**src/pkg/fcpwm_pkg.sv**
```systemverilog
/*
 * constants, register indices, field positions and types for the
 * four channel pulse width modulator.
 * assumes a single clock domain and a 32-bit avalon-mm register bus.
 */
package fcpwm_pkg;

    localparam int unsigned NUM_CH        = 4;
    localparam int unsigned CNT_W         = 10;
    localparam int unsigned ADDR_W        = 10;

    // register indices; byte address is four times the index
    localparam logic [7:0]  IDX_CMP0_LO   = 8'hd3;
    localparam logic [7:0]  IDX_CMP1_LO   = 8'hd4;
    localparam logic [7:0]  IDX_CMP2_LO   = 8'hd5;
    localparam logic [7:0]  IDX_CMP3_LO   = 8'hd6;
    localparam logic [7:0]  IDX_CMP_HI    = 8'hd7;
    localparam logic [7:0]  IDX_PER_LO    = 8'hd8;
    localparam logic [7:0]  IDX_PER_HI    = 8'hd9;
    localparam logic [7:0]  IDX_CTRL      = 8'hda;
    localparam logic [7:0]  IDX_CFG       = 8'he0;
    localparam logic [7:0]  IDX_PORT      = 8'he1;
    localparam logic [7:0]  IDX_IRQ_STAT  = 8'he2;
    localparam logic [7:0]  IDX_IRQ_MASK  = 8'he3;

    // modulator_control fields
    localparam int unsigned CTRL_RUN_BIT  = 7;
    localparam int unsigned CTRL_XFER_BIT = 6;
    localparam int unsigned CTRL_INV3_BIT = 5;
    localparam int unsigned CTRL_INV2_BIT = 4;
    localparam int unsigned CTRL_INV1_BIT = 2;
    localparam int unsigned CTRL_INV0_BIT = 1;
    localparam logic [7:0]  CTRL_MASK     = 8'hf6;

    // user_config_byte fields
    localparam int unsigned CFG_FULL_RATE_BIT = 3;
    localparam int unsigned CFG_PORT_RESET_HIGH_BIT      = 5;
    localparam logic [7:0]  CFG_MASK          = 8'h28;

    // interrupt status / mask fields
    localparam int unsigned IRQ_UNDERFLOW_BIT = 0;
    localparam int unsigned IRQ_XFER_BIT      = 1;

    // reset values
    localparam logic [7:0]  CTRL_RESET    = 8'h00;
    localparam logic [7:0]  CFG_RESET     = 8'h28;
    localparam logic [7:0]  SHADOW_RESET  = 8'h00;
    localparam logic [1:0]  PER_HI_RESET  = 2'h0;
    localparam logic [3:0]  PORT_RESET    = 4'h0;
    localparam logic [1:0]  IRQ_RESET     = 2'h0;
    localparam logic [9:0]  WORK_RESET    = 10'h000;
    localparam logic        PWM_RESET     = 1'b1;

    localparam logic [9:0]  CMP_ALL_ONES  = 10'h3ff;
    localparam logic [9:0]  CNT_ZERO      = 10'h000;
    localparam logic [9:0]  CNT_ONE       = 10'h001;

    typedef enum logic [1:0] {
        FCPWM_ST_IDLE = 2'b01,
        FCPWM_ST_RUN  = 2'b10
    } fcpwm_state_type;

endpackage : fcpwm_pkg

```
**src/verilog/fcpwm_top.sv**
```systemverilog
/*
 * four channel pulse width modulator: shared 10-bit down counter,
 * holding and working registers, transfer handshake, pin gating,
 * avalon-mm register slave and a level interrupt.
 * assumes inputs synchronous to i_mclk and an avalon master that
 * holds each request until waitrequest is seen low.
 */
module fcpwm_top
    import fcpwm_pkg::*;
(
    input  wire logic              i_mclk,
    input  wire logic              i_nrst,
    input  wire logic [ADDR_W-1:0] i_avs_address,
    input  wire logic              i_avs_read,
    input  wire logic              i_avs_write,
    input  wire logic [31:0]       i_avs_writedata,
    input  wire logic [3:0]        i_avs_byteenable,
    output logic      [31:0]       o_avs_readdata,
    output logic                   o_avs_waitrequest,
    output logic      [NUM_CH-1:0] o_pwm_level,
    output logic      [NUM_CH-1:0] o_pwm_pin,
    output logic                   o_irq
);

    logic                  rst_meta_reg;
    logic                  rst_n;
    logic                  ack_reg;
    logic [31:0]           rdata_reg;
    logic [7:0]            rd_mux;
    logic [7:0]            cmp_lo_reg [NUM_CH];
    logic [7:0]            cmp_hi_reg;
    logic [7:0]            per_lo_reg;
    logic [1:0]            per_hi_reg;
    logic [7:0]            ctrl_reg;
    logic [7:0]            ctrl_next;
    logic [7:0]            cfg_reg;
    logic [3:0]            port_reg;
    logic [1:0]            irq_stat_reg;
    logic [1:0]            irq_stat_next;
    logic [1:0]            irq_mask_reg;
    logic [CNT_W-1:0]      cnt_reg;
    logic [CNT_W-1:0]      cnt_next;
    logic [CNT_W-1:0]      per_work_reg;
    logic [CNT_W-1:0]      cmp_work_reg [NUM_CH];
    logic                  div_reg;
    fcpwm_state_type       st_reg;
    fcpwm_state_type       st_next;

    // reset release through two flops; assertion stays asynchronous
    always_ff @(posedge i_mclk or negedge i_nrst)
    begin
        if (!i_nrst)
        begin
            rst_meta_reg <= 1'b0;
            rst_n        <= 1'b0;
        end
        else
        begin
            rst_meta_reg <= 1'b1;
            rst_n        <= rst_meta_reg;
        end
    end

    // bus decode; one wait state so read data can come from a flop
    wire [7:0]  idx      = i_avs_address[ADDR_W-1:2];
    wire        req      = i_avs_read | i_avs_write;
    wire        wr_take  = i_avs_write & ack_reg & i_avs_byteenable[0];
    wire [7:0]  wbyte    = i_avs_writedata[7:0];
    wire        wr_ctrl  = wr_take & (idx == IDX_CTRL);
    wire        wr_stat  = wr_take & (idx == IDX_IRQ_STAT);

    assign o_avs_waitrequest = req & ~ack_reg;

    always_ff @(posedge i_mclk or negedge rst_n)
    begin
        if (!rst_n)
            ack_reg <= 1'b0;
        else
            ack_reg <= req & ~ack_reg;
    end

    // configuration and port bits
    wire        full_rate = cfg_reg[CFG_FULL_RATE_BIT];
    wire        port_reset_high      = cfg_reg[CFG_PORT_RESET_HIGH_BIT];
    wire        run       = ctrl_reg[CTRL_RUN_BIT];
    wire        xfer      = ctrl_reg[CTRL_XFER_BIT];
    wire [3:0]  invert    = {ctrl_reg[CTRL_INV3_BIT], ctrl_reg[CTRL_INV2_BIT],
                             ctrl_reg[CTRL_INV1_BIT], ctrl_reg[CTRL_INV0_BIT]};

    // counter timing
    wire        running   = (st_reg == FCPWM_ST_RUN) & run;
    wire        tick      = running & (full_rate | div_reg);
    wire        underflow = tick & (cnt_reg == CNT_ZERO);
    wire        do_xfer   = underflow & xfer;
    wire [9:0]  per_hold  = {per_hi_reg, per_lo_reg};

    assign st_next = run ? FCPWM_ST_RUN : FCPWM_ST_IDLE;

    // reload uses fresh holding value when a copy happens at this underflow
    assign cnt_next = underflow ? (do_xfer ? per_hold : per_work_reg)
                    : tick      ? cnt_reg - CNT_ONE
                    : cnt_reg;

    // set by software wins over the hardware clear of transfer
    assign ctrl_next = wr_ctrl ? (wbyte & CTRL_MASK)
                     : do_xfer ? (ctrl_reg & ~(8'h01 << CTRL_XFER_BIT))
                     : ctrl_reg;

    always_ff @(posedge i_mclk or negedge rst_n)
    begin
        if (!rst_n)
        begin
            st_reg  <= FCPWM_ST_IDLE;
            cnt_reg <= CNT_ZERO;
            div_reg <= 1'b0;
        end
        else
        begin
            st_reg  <= st_next;
            cnt_reg <= cnt_next;
            div_reg <= running ? ~div_reg : 1'b0;
        end
    end

    // holding registers; only written by software, except the transfer bit of ctrl_reg that do_xfer clears
    always_ff @(posedge i_mclk or negedge rst_n)
    begin
        if (!rst_n)
        begin
            for (int i = 0; i < NUM_CH; i++)
                cmp_lo_reg[i] <= SHADOW_RESET;
            cmp_hi_reg <= SHADOW_RESET;
            per_lo_reg <= SHADOW_RESET;
            per_hi_reg <= PER_HI_RESET;
            ctrl_reg   <= CTRL_RESET;
            cfg_reg    <= CFG_RESET;
            port_reg   <= PORT_RESET;
            irq_mask_reg <= IRQ_RESET;
        end
        else
        begin
            for (int i = 0; i < NUM_CH; i++)
                if (wr_take && idx == IDX_CMP0_LO + 8'(i))
                    cmp_lo_reg[i] <= wbyte;
            if (wr_take && idx == IDX_CMP_HI)
                cmp_hi_reg <= wbyte;
            if (wr_take && idx == IDX_PER_LO)
                per_lo_reg <= wbyte;
            if (wr_take && idx == IDX_PER_HI)
                per_hi_reg <= wbyte[1:0];
            if (wr_take && idx == IDX_CFG)
                cfg_reg <= wbyte & CFG_MASK;
            if (wr_take && idx == IDX_PORT)
                port_reg <= wbyte[3:0];
            if (wr_take && idx == IDX_IRQ_MASK)
                irq_mask_reg <= wbyte[1:0];
            ctrl_reg <= ctrl_next;
        end
    end

    // working registers; change only at an underflow with transfer pending
    always_ff @(posedge i_mclk or negedge rst_n)
    begin
        if (!rst_n)
        begin
            per_work_reg <= WORK_RESET;
            for (int i = 0; i < NUM_CH; i++)
                cmp_work_reg[i] <= WORK_RESET;
        end
        else if (do_xfer)
        begin
            per_work_reg <= per_hold;
            for (int i = 0; i < NUM_CH; i++)
                cmp_work_reg[i] <= {cmp_hi_reg[2*i+1], cmp_hi_reg[2*i], cmp_lo_reg[i]};
        end
    end

    // channels
    for (genvar g = 0; g < NUM_CH; g++)
    begin : g_ch
        fcpwm_channel u_ch (
            .i_mclk    (i_mclk),
            .i_rst_n   (rst_n),
            .i_run     (running),
            .i_count   (cnt_reg),
            .i_period  (per_work_reg),
            .i_compare (cmp_work_reg[g]),
            .i_invert  (invert[g]),
            .o_level   (o_pwm_level[g])
        );
    end

    // pin shows the level only where allowed; limitation: no open-drain modes
    assign o_pwm_pin = o_pwm_level & (port_reg | {NUM_CH{port_reset_high}});

    // sticky events, write one to clear, a new event wins over the clear
    wire [1:0] irq_events = {do_xfer, underflow};
    wire [1:0] irq_w1c    = wr_stat ? wbyte[1:0] : 2'b00;

    assign irq_stat_next = (irq_stat_reg & ~irq_w1c) | irq_events;

    always_ff @(posedge i_mclk or negedge rst_n)
    begin
        if (!rst_n)
            irq_stat_reg <= IRQ_RESET;
        else
            irq_stat_reg <= irq_stat_next;
    end

    assign o_irq = |(irq_stat_reg & irq_mask_reg);

    // read path
    always_comb
    begin
        rd_mux = 8'h00;
        case (idx)
            IDX_CMP0_LO:  rd_mux = cmp_lo_reg[0];
            IDX_CMP1_LO:  rd_mux = cmp_lo_reg[1];
            IDX_CMP2_LO:  rd_mux = cmp_lo_reg[2];
            IDX_CMP3_LO:  rd_mux = cmp_lo_reg[3];
            IDX_CMP_HI:   rd_mux = cmp_hi_reg;
            IDX_PER_LO:   rd_mux = per_lo_reg;
            IDX_PER_HI:   rd_mux = {6'h00, per_hi_reg};
            IDX_CTRL:     rd_mux = ctrl_reg;
            IDX_CFG:      rd_mux = cfg_reg;
            IDX_PORT:     rd_mux = {4'h0, port_reg};
            IDX_IRQ_STAT: rd_mux = {6'h00, irq_stat_reg};
            IDX_IRQ_MASK: rd_mux = {6'h00, irq_mask_reg};
            default:      rd_mux = 8'h00;
        endcase
    end

    always_ff @(posedge i_mclk or negedge rst_n)
    begin
        if (!rst_n)
            rdata_reg <= 32'h0000_0000;
        else if (i_avs_read && !ack_reg)
            rdata_reg <= {24'h00_0000, rd_mux};
    end

    assign o_avs_readdata = rdata_reg;

    // checks
    property p_reset_high;
        @(posedge i_mclk) $rose(rst_n) |-> (o_pwm_level == 4'hf);
    endproperty
    a_reset_high: assert property (p_reset_high) else $error("outputs not high after reset");

    property p_pin_gate;
        @(posedge i_mclk) disable iff (!rst_n)
        (!port_reset_high && port_reg == 4'h0) |-> (o_pwm_pin == 4'h0);
    endproperty
    a_pin_gate: assert property (p_pin_gate) else $error("pin shows level while gated");

    property p_reload;
        @(posedge i_mclk) disable iff (!rst_n)
        (underflow && !xfer) |=> (cnt_reg == $past(per_work_reg));
    endproperty
    a_reload: assert property (p_reload) else $error("counter not reloaded on underflow");

    property p_half_rate;
        @(posedge i_mclk) disable iff (!rst_n)
        (tick && !full_rate && !(wr_take && idx == IDX_CFG)) |=> !tick;
    endproperty
    a_half_rate: assert property (p_half_rate) else $error("half rate counter ticked twice");

    property p_copy;
        @(posedge i_mclk) disable iff (!rst_n)
        do_xfer |=> (per_work_reg == $past(per_hold)) && (xfer == $past(wr_ctrl && wbyte[CTRL_XFER_BIT]));
    endproperty
    a_copy: assert property (p_copy) else $error("transfer copy or clear wrong");

    property p_no_copy_idle;
        @(posedge i_mclk) disable iff (!rst_n)
        !running |=> $stable(per_work_reg) && $stable(cmp_work_reg[0]);
    endproperty
    a_no_copy_idle: assert property (p_no_copy_idle) else $error("copy while not running");

    property p_cancel;
        @(posedge i_mclk) disable iff (!rst_n)
        (wr_ctrl && !wbyte[CTRL_XFER_BIT]) |=> !xfer ##1 $stable(per_work_reg);
    endproperty
    a_cancel: assert property (p_cancel) else $error("pending copy not cancelled");

    property p_freeze;
        @(posedge i_mclk) disable iff (!rst_n)
        !run |=> $stable(o_pwm_level);
    endproperty
    a_freeze: assert property (p_freeze) else $error("outputs moved while stopped");

    property p_start_high;
        @(posedge i_mclk) disable iff (!rst_n)
        (underflow && !xfer && !invert[0] && cmp_work_reg[0] <= per_work_reg
         && cmp_work_reg[0] != CMP_ALL_ONES && full_rate && run && !wr_ctrl)
        |=> run [*2] ##0 o_pwm_level[0];
    endproperty
    a_start_high: assert property (p_start_high) else $error("channel not high after underflow");

    property p_all_ones_low;
        @(posedge i_mclk) disable iff (!rst_n)
        (running && cmp_work_reg[2] == CMP_ALL_ONES && !invert[2]) |=> !o_pwm_level[2];
    endproperty
    a_all_ones_low: assert property (p_all_ones_low) else $error("all ones compare not low");

    property p_above_high;
        @(posedge i_mclk) disable iff (!rst_n)
        (running && cmp_work_reg[3] > per_work_reg && cmp_work_reg[3] != CMP_ALL_ONES
         && !invert[3]) |=> o_pwm_level[3];
    endproperty
    a_above_high: assert property (p_above_high) else $error("compare above period not high");

    c_transfer:  cover property (@(posedge i_mclk) disable iff (!rst_n) do_xfer);
    c_irq:       cover property (@(posedge i_mclk) disable iff (!rst_n) $rose(o_irq));
    c_stop:      cover property (@(posedge i_mclk) disable iff (!rst_n) $fell(run));
    c_half_uflw: cover property (@(posedge i_mclk) disable iff (!rst_n) underflow && !full_rate);

endmodule : fcpwm_top

```
**src/verilog/fcpwm_channel.sv**
```systemverilog
/*
 * one modulator channel: compares the shared counter with its working
 * compare value and holds the output level in a flip-flop.
 * assumes counter, period and compare come from the same clock domain.
 */
module fcpwm_channel
    import fcpwm_pkg::*;
(
    input  wire logic             i_mclk,
    input  wire logic             i_rst_n,
    input  wire logic             i_run,
    input  wire logic [CNT_W-1:0] i_count,
    input  wire logic [CNT_W-1:0] i_period,
    input  wire logic [CNT_W-1:0] i_compare,
    input  wire logic             i_invert,
    output logic                  o_level
);

    logic level_reg;
    logic level_next;
    logic raw_level;

    function automatic logic fcpwm_raw(input logic [CNT_W-1:0] cnt,
                                       input logic [CNT_W-1:0] per,
                                       input logic [CNT_W-1:0] cmp);
        logic r;
        if (cmp == CMP_ALL_ONES)
            r = 1'b0;
        else if (cmp > per)
            r = 1'b1;
        else
            r = (cnt >= cmp);
        return r;
    endfunction : fcpwm_raw

    assign raw_level  = fcpwm_raw(i_count, i_period, i_compare);
    assign level_next = i_run ? (raw_level ^ i_invert) : level_reg;

    always_ff @(posedge i_mclk or negedge i_rst_n)
    begin
        if (!i_rst_n)
            level_reg <= PWM_RESET;
        else
            level_reg <= level_next;
    end

    assign o_level = level_reg;

endmodule : fcpwm_channel

```
**config.mk**
```make
export PLATFORM = sky130hd
export DESIGN_NAME = fcpwm_top
export DESIGN_NICKNAME = d
export VERILOG_FILES = /design/src/pkg/fcpwm_pkg.sv /design/src/verilog/fcpwm_top.sv /design/src/verilog/fcpwm_channel.sv
export SDC_FILE = /design/constraint.sdc
export NUM_CORES = 1
export LEC_CHECK = 0
export BUFFER_PORTS_ARGS = -buffer_cell sky130_fd_sc_hd__buf_2
export CAP_MARGIN = 20
export CORE_UTILIZATION = 35
export DETAILED_ROUTE_END_ITERATION = 6
export GPL_TIMING_DRIVEN = 0
export PLACE_DENSITY = 0.59
export REMOVE_ABC_BUFFERS = 1
export SLEW_MARGIN = 20
export SYNTH_ARGS = -nofsm -noshare
export SYNTH_HDL_FRONTEND = slang
export SYNTH_SLANG_ARGS = --single-unit
```
**constraint.sdc**
```tcl
create_clock -name i_mclk -period 5.7 [get_ports i_mclk]
set_input_delay 0.285 -clock i_mclk [delete_from_list [all_inputs] [get_ports i_mclk]]
set_output_delay 0.285 -clock i_mclk [all_outputs]
set_load 0.01 [all_outputs]
```
# Word-level counts from Yosys, hierarchy flattened
# Index checks and enable logic that the tools add are counted.
[word_totals]
ff_bits = 146
inputBits = 50
output_inout_bits = 42
elab_cells = 111
[classes]
n_addsub = 1
magnitude_cmp = 8
eq_ne = 17
muxes = 17
bitwise_logic = 23
reduce_logical = 16
[op_table]
columns = ["cell", "n"]
rows = [
  ["$eq 8x8->1 const B", 12],
  ["$pmux 8 s12", 1],
  ["$eq 10x10->1 const B", 4],
  ["$ge 10x10->1", 4],
  ["$gt 10x10->1", 4],
  ["$mux 10", 3],
  ["$logic_and 1x1->1", 11],
  ["$logic_not 10->1", 1],
  ["$sub 10x1->10 const B", 1],
  ["$and 1x1->1", 9],
  ["$mux 1", 9],
  ["$mux 8", 1],
  ["$mux 7", 1],
  ["$and 2x2->2", 2],
  ["$and 4x4->4", 1],
  ["$mux 2", 2],
  ["$or 4x4->4", 1],
  ["$reduce_bool 2->1", 2],
  ["$xor 1x1->1", 4],
  ["$eq 2x2->1 const B", 1],
  ["$not 1->1", 2],
  ["$not 2->2", 1],
  ["$or 1x1->1", 2],
  ["$or 2x2->2", 1],
  ["other kinds (2)", 2],
]

# Longest topological paths before layout
[depth]
depth_word = 7
ltp_mapped = 9
ltp_nobuf = 8

# By module
# A second synthesis with hierarchy kept.
[unflattened]
hier_cells = 814
hier_area_um2 = 9075.0
[by_module_without_submodules]
columns = ["mod", "instances", "cells_each", "area_per_inst_um2", "seq_area_each_um2"]
rows = [
  ["fcpwm_top", 1, 502, 6727.7, 3507.1],
  ["fcpwm_channel", 4, 78, 586.8, 26.3],
]

# Worst setup path before layout
# No wires, ideal clock.
[synth_timing]
path_type = "register to register"
startpoint = "reg cnt_reg[4]"
endpoint = "reg cnt_reg[1]"
setup_ps = 126
arrival_ps = 2353
required_ps = 5574
slack_ps = 3221
path_stages_with_launch = 8
path_buffers = 1
synth_period_minus_slack_ps = 2479
path_cell_list = "dfrtp_1 -> or4_1 -> or4_4 -> nor3_4 -> and2_2 -> buf_6 -> o21ai_2 -> a221o_1"
[synth_via]
elab_chain_cells = 5
word_cells_on_any_way = 6
classes_between = "mux (2); bitwise (2); reduce/logical (2)"
[synth_lines]
columns = ["element", "line_no", "source"]
rows = [
  ["start, declared", "fcpwm_top.sv:41", "logic [CNT_W-1:0] cnt_reg;"],
  ["start signal, assigned", "fcpwm_top.sv:120", "cnt_reg <= cnt_next;"],
  ["$logic_not 10->1 (*)", "fcpwm_top.sv:93", "wire underflow = tick & (cnt_reg == CNT_ZERO);"],
  ["$and 1x1->1 (*)", "fcpwm_top.sv:93", ""],
  ["$and 1x1->1", "fcpwm_top.sv:94", "wire do_xfer = underflow & xfer;"],
  ["$mux 10 (2 in series)", "fcpwm_top.sv:100", "assign cnt_next = underflow ? (do_xfer ? per_hold : per_work_reg)"],
]
# Every way passes the cells marked *; elsewhere a longest branch is shown, timed or not.
# A chain may end at the register's enable or synchronous reset.

# Final worst setup path
# Ends and elaborated chain as after synthesis.

==> impl_metrics.json <==
{
  "cts_hold_buf": 1,
  "die_y_um": 156.8,
  "drv_cap": 0,
  "ctsHtreeMaxLevel": 4,
  "reg2regPathDepth": 7,
  "dpl_cell_area_mm2": 0.008845,
  "finalHoldViolCount": 0,
  "skew_ns": 0.009121,
  "dr.pass1.iters": 5,
  "synth.top_cells.by_area": "dfrtp_1 (41%), ha_1 (12%), mux2_2 (8.6%)",
  "start_util_pct": 35.74,
  "crit_buf_inv": 1,
  "period_share_pct": 64.99,
  "synthCells": 832,
  "synth_cell_types": 56,
  "fin_util_pct": 40.43,
  "wl_um": 24800,
  "endpoint_kind": "flip-flop",
  "powerDensity_mw_per_mm2": 347.2,
  "finalPower_w": 0.003294,
  "pwr-share-comb_pct": 23.1,
  "timing.fmax_mhz": 270.0,
  "routedWlPerCell_um": 20.77,
  "grt_max_degree": 54,
  "dp.cells": 1161,
  "critPathSlowestCell": "nor3_4",
  "outcome": "finished, final reports clean",
  "drtIter0Drc": 552,
  "yosysWarnings": 0,
  "route.detailed.drc": 0,
  "die_x_um": 156.8,
  "leakagePower_nw": 4.233,
  "p_int_w": 0.002166,
  "synth_largest_area_cell": "dfrtp_1",
  "cts_tree": "done",
  "synth-seq-cells": 144,
  "synthFlopType": "dfrtp_1",
  "cts_buffer_depth": 2,
  "instances_no_fill": 1194,
  "ir_drop_v": 0.0002154,
  "dp_hpwl_um": 18340,
  "worst-path-stages": 7,
  "multi_input_area_mm2": 0.004335,
  "grt_pass1_wl_um": 37890,
  "grt_pass1_vias": 6222,
  "grt_use_total_pct": 21.19,
  "regArea_mm2": 0.003616,
  "nFillCells": 2299,
  "start_kind": "flip-flop",
  "rows": 56,
  "grt_overflow_total": 0,
  "cp-startpoint": "cnt_reg[4]",
  "antenna_found_initial": 0,
  "area_delta_synth_final_pct": 13.11,
  "async_reset_ff_share_pct": 100.0,
  "clkLatencyLatePin_ns": 0.43,
  "r2r_setup_slack_ns": 2.00,
  "viasPerCell": 5.463,
  "endpoint": "cnt_reg[1]",
  "ant_nets": 0,
  "p_sw_w": 0.001128,
  "hp-class": "input pin to flip-flop",
  "cpLargestDelayFamily": "simple AND/OR/NAND/NOR gates",
  "root_buffer": "clkbuf_16",
  "cp_data_arrival_time_ns": 4.01,
  "ctsResizeCount": 0,
  "max_stage_delay_ns": 0.67,
  "ios": 92,
  "path_cells": "or4_1 > or4_4 > nor3_4 > and2_4 > buf_12 > o21ai_2 > a221o_1",
  "avgSynthCellArea_um2": 10.08,
  "dieArea_mm2": 0.02459,
  "yosys-top-cells-count": "dfrtp_1 (137), o21ai_0 (83), ha_1 (82)",
  "seq_power_share_pct": 40.4,
  "synth_area_mm2": 0.008389,
  "worst_pin_slew_ns": 1.108,
  "post_cts_buffers": 0,
  "clock_power_share_pct": 36.5,
  "seq_area_frac_synth_pct": 43.06,
  "core_mm2": 0.02347,
  "antenna_cells": 0,
  "yosysMostFrequentCell": "dfrtp_1",
  "synth_top_cell_area_share_pct": 40.87,
  "setup.worst_path.class": "flip-flop to flip-flop",
  "setup_viol": 0,
  "synth-edff-count": 0,
  "vias": 6523,
  "timing.rr.end": "cnt_reg[1]",
  "slew_viol_final": 0,
  "max_slew_margin_pct": 25.55,
  "clkTransAtPathRegs_ns": 0.06,
  "r2r_start": "cnt_reg[4]",
  "drive_above_1_share_pct": 18.86,
  "cts_buffers": 17,
  "port_buffers": 38,
  "design_area_mm2": 0.009489,
  "cts.sinks": 144,
  "layout.nets": 994,
  "path_max_fanout": 53,
  "post-route-min-period_ns": 3.704,
  "crit_required_ns": 6.00,
  "rsz0062_at_grt": "false",
  "sw_frac_of_total_pct": 34.24,
  "place_congestion": 0.8365,
  "largest_register_ffs": 40
}
[metal layers]
layer	share of wire (%)	vias to the layer above	GRT usage (%)
met5	0	-	0
met4	3.2	0	8.403
met3	5.3	42	3.545
met2	44	228	31.79
met1	47	3214	30.16
li1	-	3039	-
[tightest hold or removal path: cells and delay by family]
family / cells / cell delay (ns)
AND/OR/NAND/NOR: 2 / 0.14
buffers and inverters: 1 / 0.11
[area by class of cell]
type                            instances  area share, %
Multi-Input combinational cell        599          45.69
Sequential cell                       144          38.11
Clock buffer                           18          4.628
Tap cell                              319          4.206
Timing Repair Buffer                   44          3.099
Inverter                               56          2.215
Clock inverter                         14          2.057
[power groups by stage]
stage                     registers [W]  clock network (W)  logic [W]
after floorplan                 0.00125                  0   0.000542
after global placement          0.00136                  0   0.000713
after detailed placement        0.00135                  0   0.000755
after CTS                       0.00133            0.00122   0.000759
after global routing            0.00134            0.00127   0.000872
final                           0.00133            0.00120   0.000760
[metrics by stage]
stage	hold WS, ns	TNS [ns]	worst slack (ns)
floorplan	-0.01059	0	1.403
global placement	0.07107	-69.36	-0.5209
detailed placement	0.07196	0	1.999
CTS	0.1342	0	1.983
global route	0.1592	0	1.850
finish	0.1394	0	1.996
[kinds of logic after synthesis]
kind of cell,synth area share (%)
and+or+nand+nor,13.89
AOI/OAI and AO/OA,13.96
DFF,43.06
buffers and inverters,6.503
adders and majority gates,12.23
muxes,10.17
other,0.08952
xor gates and xnor gates,0.1044
[cells in the final DEF, fill, tap and decap left out, types with 7 or more instances in the layout]
cell       synthesis  routed
mux2_2            64      64
mux2i_1           11      11
a21oi_1           31      31
nand2b_1          12      12
nand2_1           80      80
buf_2              7      38
o21ai_0           83      83
nor3_1            21      20
a221oi_1          14      14
dfrtp_1          137     136
nor2_1            30      30
ha_1              82      82
a31oi_1           10      10
clkbuf_16          0      17
inv_1             56      56
nand3_1           24      24
conb_1             2      25
nand4_1           22      22
dfstp_2            7       7
[worst min path at each step]
| stage | from | end | depth (start not counted) |
|---|---|---|---|
| floorplan | i_nrst | rst_meta_reg | 0 |
| global placement | i_nrst | rst_meta_reg | 1 |
| detailed placement | i_nrst | rst_meta_reg | 1 |
| CTS | i_avs_read | ack_reg | 3 |
| global route | i_nrst | rst_n | 2 |
| finish | i_avs_read | ack_reg | 3 |
(Power assumes the default switching activity.)
